**src/hw/cod_pkg.sv**
```systemverilog
// Shared constants and types for the operand decoder.
// Assumes one core clock and a synchronous active-high reset.
package cod_pkg;

  // ************************************************************
  // Field widths
  // ************************************************************
  localparam int REG_W = 12;
  localparam int ADDR_W = 16;
  localparam int BYTE_W = 8;
  localparam int BIT_W = 3;

  // ************************************************************
  // Encodings
  // ************************************************************
  // Upper nibble that escapes to a working register
  localparam logic [3:0] ESC_NIBBLE = 4'he;
  // Page of plain 8-bit register addresses
  localparam logic [3:0] BASE_PAGE = 4'h0;

  // Operand layout chosen by the opcode
  typedef enum logic [3:0] {
    FMT_REG_REG,
    FMT_REG_IMM,
    FMT_EXT_EXT,
    FMT_BIT,
    FMT_DIRECT,
    FMT_RELATIVE,
    FMT_INDEXED,
    FMT_REG_PAIR,
    FMT_WORK_PAIR,
    FMT_VECTOR
  } cod_format_t;

  // ************************************************************
  // State
  // ************************************************************
  typedef struct packed {
    logic done;
    logic [REG_W-1:0] src_addr;
    logic [REG_W-1:0] dst_addr;
    logic [BYTE_W-1:0] imm;
    logic [BIT_W-1:0] bit_idx;
    logic pol;
    logic [ADDR_W-1:0] direct;
    logic [ADDR_W-1:0] target;
    logic [REG_W-1:0] indexed;
    logic [BYTE_W-1:0] vector;
    logic err;
    logic wr_en;
    logic [REG_W-1:0] wr_addr;
    logic [BYTE_W-1:0] wr_data;
    logic carry;
  } cod_state_t;

  localparam cod_state_t STATE_RST = '0;

endpackage : cod_pkg

```
**src/hw/cod_operand_decode.sv**
```systemverilog
// Operand field decoder and add datapath for an 8-bit CPU.
// Assumes the opcode decoder supplies the layout and the bytes that
// follow the opcode, plus the address of the next instruction.
module cod_operand_decode (
  input logic sys_clk,
  input logic sys_rst,
  input logic decode_req,
  input cod_pkg::cod_format_t format_sel,
  input logic [cod_pkg::BYTE_W-1:0] obj_byte1,
  input logic [cod_pkg::BYTE_W-1:0] obj_byte2,
  input logic [cod_pkg::BYTE_W-1:0] obj_byte3,
  input logic [cod_pkg::ADDR_W-1:0] next_pc,
  input logic [cod_pkg::BYTE_W-1:0] working_bank_pointer,
  input logic add_req,
  input logic [cod_pkg::BYTE_W-1:0] src_value,
  input logic [cod_pkg::BYTE_W-1:0] dst_value,
  output logic decode_done,
  output logic [cod_pkg::REG_W-1:0] src_addr,
  output logic [cod_pkg::REG_W-1:0] dst_addr,
  output logic [cod_pkg::BYTE_W-1:0] immediate_operand,
  output logic [cod_pkg::BIT_W-1:0] bit_index,
  output logic polarity,
  output logic [cod_pkg::ADDR_W-1:0] direct_address_operand,
  output logic [cod_pkg::ADDR_W-1:0] branch_target,
  output logic [cod_pkg::REG_W-1:0] indexed_address,
  output logic [cod_pkg::BYTE_W-1:0] vector_operand,
  output logic operand_error,
  output logic dst_wr_en,
  output logic [cod_pkg::REG_W-1:0] dst_wr_addr,
  output logic [cod_pkg::BYTE_W-1:0] dst_wr_data,
  output logic add_carry
);

  // ************************************************************
  // Decoding helpers
  // ************************************************************
  // Working register n in the group and page of the bank pointer
  function automatic logic [cod_pkg::REG_W-1:0] work_reg(
    input logic [3:0] n,
    input logic [7:0] bank
  );
    work_reg = {bank[3:0], bank[7:4], n};
  endfunction : work_reg

  // 8-bit register field, plain or escaped
  function automatic logic [cod_pkg::REG_W-1:0] reg8(
    input logic [7:0] field,
    input logic [7:0] bank
  );
    if (field[7:4] == cod_pkg::ESC_NIBBLE) begin
      reg8 = work_reg(field[3:0], bank);
    end else begin
      reg8 = {cod_pkg::BASE_PAGE, field};
    end
  endfunction : reg8

  // Signed byte widened to an address
  function automatic logic [cod_pkg::ADDR_W-1:0] sext16(
    input logic [7:0] d
  );
    sext16 = {{8{d[7]}}, d};
  endfunction : sext16

  // ************************************************************
  // State
  // ************************************************************
  cod_pkg::cod_state_t state_reg;
  cod_pkg::cod_state_t state_next;
  logic [cod_pkg::BYTE_W:0] add_sum;

  assign add_sum = {1'b0, src_value} + {1'b0, dst_value};

  always_comb begin
    state_next = state_reg;
    state_next.done = 1'b0;
    state_next.wr_en = 1'b0;
    if (decode_req) begin
      state_next.done = 1'b1;
      state_next.err = 1'b0;
      unique case (format_sel)
        cod_pkg::FMT_REG_REG: begin
          // Object code carries source before destination
          state_next.src_addr = reg8(obj_byte1, working_bank_pointer);
          state_next.dst_addr = reg8(obj_byte2, working_bank_pointer);
        end
        cod_pkg::FMT_REG_IMM: begin
          state_next.dst_addr = reg8(obj_byte1, working_bank_pointer);
          state_next.imm = obj_byte2;
        end
        cod_pkg::FMT_EXT_EXT: begin
          // Two 12-bit addresses packed in three bytes
          state_next.src_addr = {obj_byte1, obj_byte2[7:4]};
          state_next.dst_addr = {obj_byte2[3:0], obj_byte3};
        end
        cod_pkg::FMT_BIT: begin
          state_next.pol = obj_byte1[7];
          state_next.bit_idx = obj_byte1[6:4];
          state_next.dst_addr = work_reg(obj_byte1[3:0], working_bank_pointer);
        end
        cod_pkg::FMT_DIRECT: begin
          state_next.direct = {obj_byte1, obj_byte2};
        end
        cod_pkg::FMT_RELATIVE: begin
          state_next.target = next_pc + sext16(obj_byte1);
        end
        cod_pkg::FMT_INDEXED: begin
          state_next.src_addr = reg8(obj_byte1, working_bank_pointer);
          // Wraps within the 12-bit register space
          state_next.indexed = reg8(obj_byte1, working_bank_pointer)
            + {{4{obj_byte2[7]}}, obj_byte2};
        end
        cod_pkg::FMT_REG_PAIR: begin
          state_next.src_addr = reg8(obj_byte1, working_bank_pointer);
          state_next.dst_addr = reg8(obj_byte2, working_bank_pointer);
          // Odd pair is flagged, address still passed on
          state_next.err = obj_byte1[0] | obj_byte2[0];
        end
        cod_pkg::FMT_WORK_PAIR: begin
          state_next.src_addr = work_reg(obj_byte1[3:0], working_bank_pointer);
          state_next.dst_addr = work_reg(obj_byte1[7:4], working_bank_pointer);
          state_next.err = obj_byte1[0] | obj_byte1[4];
        end
        cod_pkg::FMT_VECTOR: begin
          state_next.vector = obj_byte1;
        end
        default: begin
          state_next.err = 1'b1;
        end
      endcase
    end
    if (add_req) begin
      // Destination of the last decode is the only target
      state_next.wr_en = 1'b1;
      state_next.wr_addr = state_reg.dst_addr;
      state_next.wr_data = add_sum[cod_pkg::BYTE_W-1:0];
      state_next.carry = add_sum[cod_pkg::BYTE_W];
    end
  end

  always_ff @(posedge sys_clk) begin
    if (sys_rst) begin
      state_reg <= cod_pkg::STATE_RST;
    end else begin
      state_reg <= state_next;
    end
  end

  // ************************************************************
  // Outputs
  // ************************************************************
  assign decode_done = state_reg.done;
  assign src_addr = state_reg.src_addr;
  assign dst_addr = state_reg.dst_addr;
  assign immediate_operand = state_reg.imm;
  assign bit_index = state_reg.bit_idx;
  assign polarity = state_reg.pol;
  assign direct_address_operand = state_reg.direct;
  assign branch_target = state_reg.target;
  assign indexed_address = state_reg.indexed;
  assign vector_operand = state_reg.vector;
  assign operand_error = state_reg.err;
  assign dst_wr_en = state_reg.wr_en;
  assign dst_wr_addr = state_reg.wr_addr;
  assign dst_wr_data = state_reg.wr_data;
  assign add_carry = state_reg.carry;
endmodule : cod_operand_decode

```
**config.mk**
```make
export PLATFORM = sky130hd
export DESIGN_NAME = cod_operand_decode
export DESIGN_NICKNAME = d
export VERILOG_FILES = /design/src/hw/cod_pkg.sv /design/src/hw/cod_operand_decode.sv
export SDC_FILE = /design/constraint.sdc
export NUM_CORES = 1
export LEC_CHECK = 0
export ABC_AREA = 1
export CAP_MARGIN = 25
export CORE_MARGIN = 3
export CORE_UTILIZATION = 60
export CTS_BUF_LIST = sky130_fd_sc_hd__clkbuf_8 sky130_fd_sc_hd__clkbuf_16
export DETAILED_ROUTE_END_ITERATION = 16
export DONT_BUFFER_PORTS = 1
export GPL_ROUTABILITY_DRIVEN = 0
export PLACE_DENSITY_LB_ADDON = 0.2
export SYNTH_ARGS = -nofsm -noshare
export SYNTH_HDL_FRONTEND = slang
export SYNTH_SLANG_ARGS = --single-unit
```
**constraint.sdc**
```tcl
create_clock -name sys_clk -period 6 [get_ports sys_clk]
set_input_delay 0.3 -clock sys_clk [delete_from_list [all_inputs] [get_ports sys_clk]]
set_output_delay 0.3 -clock sys_clk [all_outputs]
set_load 0.01 [all_outputs]
```
==> results of run 1 <==
[cells in the final DEF (no fill, tap or decap), types with 2 or more instances in the layout]
master and count:
fa_1 3, clkinvlp_4 2, a21oi_1 60, inv_8 2, nor2_4 3, inv_1 137, nand3b_1 2, nor2_1 203
o21ai_0 94, o211ai_1 3, clkbuf_8 9, xnor2_1 4, nand3_1 67, inv_2 7, a21o_1 2, dfxtp_1 112
or2_2 3, xor2_1 8, o21ai_1 8, nor3_1 3, nand2_1 254, o21bai_1 2, nand2_2 4, ha_1 34
nor2_2 4, dlygate4sd3_1 3, nand4_1 6
[power by group through the flow]
stage / registers, mW / clock network [mW] / logic, mW
final: 0.813 / 0.477 / 0.282
after global routing: 0.817 / 0.518 / 0.330
after CTS: 0.814 / 0.483 / 0.280
after detailed placement: 0.831 / 0 / 0.275
after global placement: 0.831 / 0 / 0.269
after floorplan: 0.822 / 0 / 0.236
[how the worst max path moves through the flow]
| stage | startpoint | cells after the start | end | slack (ns) |
|---|---|---|---|---|
| final | format_sel[3] | 7 | src_addr[5] | 4.06 |
| after global routing | obj_byte1[4] | 15 | indexed_address[10] | 3.75 |
| after CTS | obj_byte1[4] | 14 | indexed_address[8] | 4.12 |
| after detailed placement | obj_byte1[4] | 14 | indexed_address[8] | 3.70 |
| after global placement | obj_byte1[4] | 14 | indexed_address[8] | 3.76 |
| after floorplan | obj_byte1[7] | 16 | indexed_address[7] | 3.91 |
[final cells by class]
| cell class | instances | area, µm² | share of cell area (%) |
|---|---|---|---|
| Tap cell | 136 | 170 | 2.46 |
| Timing Repair Buffer | 3 | 30.0 | 0.434 |
| Inverter | 145 | 546 | 7.88 |
| Clock inverter | 7 | 80.1 | 1.16 |
| Sequential cell | 112 | 2240 | 32.4 |
| Clock buffer | 9 | 124 | 1.79 |
| Multi-Input combinational cell | 772 | 3730 | 53.9 |
[flip-flops by register name, summed over array words and instances, names as in the netlist, 3 cells and up]
register,cells
src_addr,12
dst_wr_data,8
immediate_operand,8
vector_operand,8
bit_index,3
dst_addr,12
indexed_address,12
direct_address_operand,16
branch_target,16
dst_wr_addr,12
[worst reg2reg max path, cell delays in order, from the launching register on]
cell and delay (ns):
dfxtp_1 0.42, o21ai_0 0.12, a41oi_1 0.21
[what timing repair did]
| action | 4_1_cts | 5_1_grt |
|---|---|---|
| resized for setup | 0 | 0 |
| setup buffers | 0 | 0 |
| hold buffers | 3 | 0 |
| hold endpoints to repair | 13 | 0 |
[per-stage QoR]
stage          util [%]  area [µm²]  total power, mW  hold WS (ns)
3_5_place_dp       63.4        6690             1.11         0.379
4_1_cts            65.6        6920             1.58        0.0184
6_report           65.6        6920             1.57        0.0310
2_1_floorplan         -        6670             1.06         0.435
5_1_grt            65.6        6920             1.66        0.0113
3_3_place_gp       63.4        6690             1.10         0.379
[metal layers]
metal  vias up  part of all wire, %  global-route usage (%)
li1       3298                    -                       -
met1      2873                   42                    37.8
met2       282                   42                    45.2
met3        68                   12                    12.1
met4         2                  4.2                    13.2
met5         -                0.069                       0
[kinds of logic (layout without fill, tap and decap cells)]
| family | Yosys count | after routing | synth area share, % |
|---|---|---|---|
| flops | 112 | 112 | 33.6 |
| xor+xnor | 12 | 12 | 1.58 |
| fa+ha+maj | 37 | 37 | 7.28 |
| simple gates | 550 | 550 | 33.4 |
| buf+inv | 176 | 164 | 10.5 |
| compound gates | 173 | 173 | 13.6 |
==> flow_summary.toml, run 1 <==
[clock_tree]
cts_max_path_buffers = 2
clock_tree.root_cell = "clkbuf_8"
clock_latency_ns = 0.40
cts_buffers = 9
htree_levels = 3
clkTransAtPathRegs_ns = 0.11
cts.sinks = 112
cts_tree = "done"

[power]
internal_power_mw = 1.08
peakVddDrop_v = 0.000136
p_leak_nw = 3.57
p_clk_share_pct = 30.3
power_density_nw_per_um2 = 227
power.switching_mw = 0.496
seqPwrFrac_pct = 51.7
power_frac_comb_pct = 17.9
switching_share_pct = 31.5

[setup_path]
cp.arrival_ns = 2.28
cp_max_fo = 13
r2r-end = "operand_error"
end_kind = "flop"
cp_data_required_time_ns = 6.33
crit_buf_inv = 1
crit_chain = "nor2_1 -> nand2_1 -> nand3_1 -> o21ai_2 -> inv_2 -> o21ai_0 -> nor2_1"
crit_family = "simple AND/OR/NAND/NOR gates"
slowest_stage = "nor2_1"
critPathMostFrequentCell = "nor2_1"
r2r_start = "operand_error"
max_stage_delay_ns = 0.66
r2r_cells = 2
path_class = "primary input to flop"
reg2reg_slack_ns = 5.18
setup.worst_path.start_class = "primary input"

[timing]
hold_viol_final = 0
tightest_slew_ns = 0.970
setup_viol = 0
clock_skew_ns = 0.00501
relSlewSlack_pct = 35.2
fin_crit_sh_pct = 32.4
worst_slack_ns = 4.06
timing.fmax_ghz = 0.514
fin_crit_ns = 1.94
rsz0062_at_grt = "false"
slew_violations = 0
timing.setup.tns_ns = 0

[placed_design]
dp_cells = 1165
post-place-ws_ns = 3.70
hpwl_mm = 14.0
port_buffers = 0

[synth]
yosysSeqAreaShare_pct = 33.6
synthArstFlopShare_pct = 0
synthMostInstantiatedCell = "nand2_1"
yosysWarnings = 0
syn_area_um2 = 6670
synth_commonest_cells = "nand2_1 (254), nor2_1 (203), inv_1 (137)"
synth_top_cells_by_area = "dfxtp_1 (34%), nand2_1 (14%), nor2_1 (11%)"
syn_inst = 1060
yosys.area.top_type_share_pct = 33.6
yosys.area.top_type = "dfxtp_1"
synth-seq-cells = 112
synth_ff_type = "dfxtp_1"
syn_nets = 1169
syn-mean-instance-area_um2 = 6.29
synth-edff-count = 0
synth.distinct_cells = 35

[floorplanning]
fp.dieW_um = 111
fp.coreArea_um2 = 10600
ios = 184
row_count = 37
dieArea_um2 = 12400
die_y_um = 111
initial_utilization_pct = 63.2

[cells_and_area]
fin_nets = 1152
instances_no_fill = 1184
num-fill-cells = 1029
final_layout_size_suffix_gt1_share_pct = 3.91
diodes = 0
area_growth_pct = 3.75

[route]
drc = 0
dr.pass1.iters = 7
routed_via_density = 5.51
wl_mm = 18.7
initialDrtViolationCount = 441
postRouteAntennaNets = 0
via_count = 6523
wl_per_cell_um = 15.8

[worst_hold_path]
hold_depth = 2
hold_path.class = "primary input to flop"
hold_end = "vector_operand[2]"
hp-start = "obj_byte1[2]"

[global_route]
antenna_found_initial = 1
grt_max_degree = 75
grt_overflow = 0
grt_pass1_vias = 5928
grt_pass1_wl_mm = 30.0
track_usage_pct = 30.0

[run_status]
outcome = "finished, final reports clean"

[run]
drv_cap = 0
No activity file was read; power rests on OpenSTA's default activity.
==> run 2: changes to the inputs <==
==> constraint.sdc (replaced) <==
create_clock -name sys_clk -period 1.9 [get_ports sys_clk]
set_input_delay 0.095 -clock sys_clk [delete_from_list [all_inputs] [get_ports sys_clk]]
set_output_delay 0.095 -clock sys_clk [all_outputs]
set_load 0.01 [all_outputs]
==> flow_summary.toml, run 2 (synthesized netlist as in run 1, its figures left out) <==
[power]
p_leak_nw = 3.82
power_density_nw_per_um2 = 668
peakVddDrop_v = 0.000530

[timing]
setup_viol = 0
hold_viol_final = 0
timing.fmax_ghz = 0.555
timing.setup.tns_ns = 0
fin_crit_ns = 1.80
whs_ns = 0.0117
worst_slack_ns = 0.0983
slew_violations = 0
clock_skew_ns = 0.00352
rsz0062_at_grt = "true"
tightest_slew_ns = 0.842
relSlewSlack_pct = 43.7
fin_crit_sh_pct = 94.8

[floorplanning]
ios = 184
initial_utilization_pct = 63.2
row_count = 37
fp.dieW_um = 111
dieArea_um2 = 12400
fp.coreArea_um2 = 10600
die_y_um = 111

[setup_path]
cp.depth = 10
setup.worst_path.start_class = "primary input"
crit_buf_inv = 2
crit_chain = "dlygate4sd3_1 -> ha_1 -> fa_2 -> nand3_1 -> nand3_1 -> nand2_1 -> a21oi_1 -> nand3b_1 -> nand2_1 -> inv_1"
slowest_stage = "dlygate4sd3_1"
path_class = "primary input to flop"
cp_data_required_time_ns = 2.20
max_stage_delay_ns = 0.61
cp-startpoint = "obj_byte1[0]"
cp_max_fo = 7
r2r_start = "operand_error"
r2r-end = "operand_error"
endpoint = "indexed_address[6]"
r2r_cells = 3
cp.arrival_ns = 2.10
crit_family = "adder cells"
end_kind = "flop"
reg2reg_slack_ns = 0.58

[cells_and_area]
num-fill-cells = 958
seq_area_um2 = 2240
final_layout_size_suffix_gt1_share_pct = 5.08
multi_input_area_um2 = 3750
layout_common_cells = "nand2_1 (254), nor2_1 (202), inv_1 (136)"
fin_nets = 1206
final_common_cell = "nand2_1"
area_growth_pct = 12.0
instances_no_fill = 1240

[global_route]
track_usage_pct = 32.3
use_met3_pct = 10.1
grtUsageMet2_pct = 50.2
grt_max_degree = 40
antenna_found_initial = 0
grt_overflow = 0
grt_use_met1_pct = 41.2
grt_pass1_vias = 6471
top_usage_layer = "met2"
grt_pass1_wl_mm = 32.4

[worst_hold_path]
hp-start = "obj_byte3[2]"
hold_path.class = "primary input to flop"

[run_status]
outcome = "finished, final reports clean"

[route]
routed_via_density = 5.56
postRouteAntennaNets = 0
initialDrtViolationCount = 608
wl_per_cell_um = 16.6
wl_mm = 20.5
drc = 0
dr.pass1.iters = 5
via_count = 6890

[placed_design]
hpwl_mm = 14.2
port_buffers = 0
dp_cells = 1174
post-place-ws_ns = 0.119

[clock_tree]
clock_tree.root_cell = "clkbuf_8"
cts_buffers = 9
cts_max_path_buffers = 2
clock_latency_ns = 0.40
clkTransAtPathRegs_ns = 0.11
cts.sinks = 112
htree_levels = 3
cts_tree = "done"

[run]
drv_cap = 0
## run 2: per-layer routing
layer  vias to the layer above  wire length, µm
li1                       3414                -
met1                      3056             8160
met2                       357             9040
met3                        63             2560
met4                         0              762
met5                         -                0
## run 2: metrics by stage
stage | instance area [µm²] | power [mW] | utilization, %
finish | 7470 | 4.99 | 70.8
global route | 7470 | 5.23 | 70.8
CTS | 7440 | 4.97 | 70.5
detailed placement | 6780 | 3.50 | 64.2
global placement | 6780 | 3.49 | 64.2
floorplan | 6670 | 3.34 | -
## run 2: tightest hold or removal path, stage by stage
cell     delay [ns]
nand2_1        0.03
o21ai_0        0.06
a21oi_1        0.05
a21oi_1        0.15
## run 2: worst min path at each step
stage	to	slack, ns	depth (start not counted)
3_5_place_dp	dst_addr[5]	0.17	1
4_1_cts	dst_addr[7]	0.0004	3
3_3_place_gp	add_carry	0.17	1
5_1_grt	indexed_address[7]	0.04	4
2_1_floorplan	direct_address_operand[11]	0.23	2
6_report	dst_addr[2]	0.01	4
## run 2: cell type report
type	instances	area share (%)
diodes	2	0.0670
clock buffers	9	1.66
clock inverters	7	0.753
inverters	145	7.30
multi-input cells	772	50.2
flip-flops and latches	112	30.0
well taps	136	2.28
repair buffers	57	7.77
## run 2: repair_timing
action                                  CTS  global route
setup buffers                             0             1
endpoints found under the setup margin    0            11
hold buffers                             47             0
resized for setup                         0             9
endpoints found under the hold margin   105             0
## run 2: power breakdown
group / internal [mW] / switching (mW)
Clock: 0.491 / 0.874
Sequential: 2.45 / 0.121
Combinational: 0.408 / 0.651
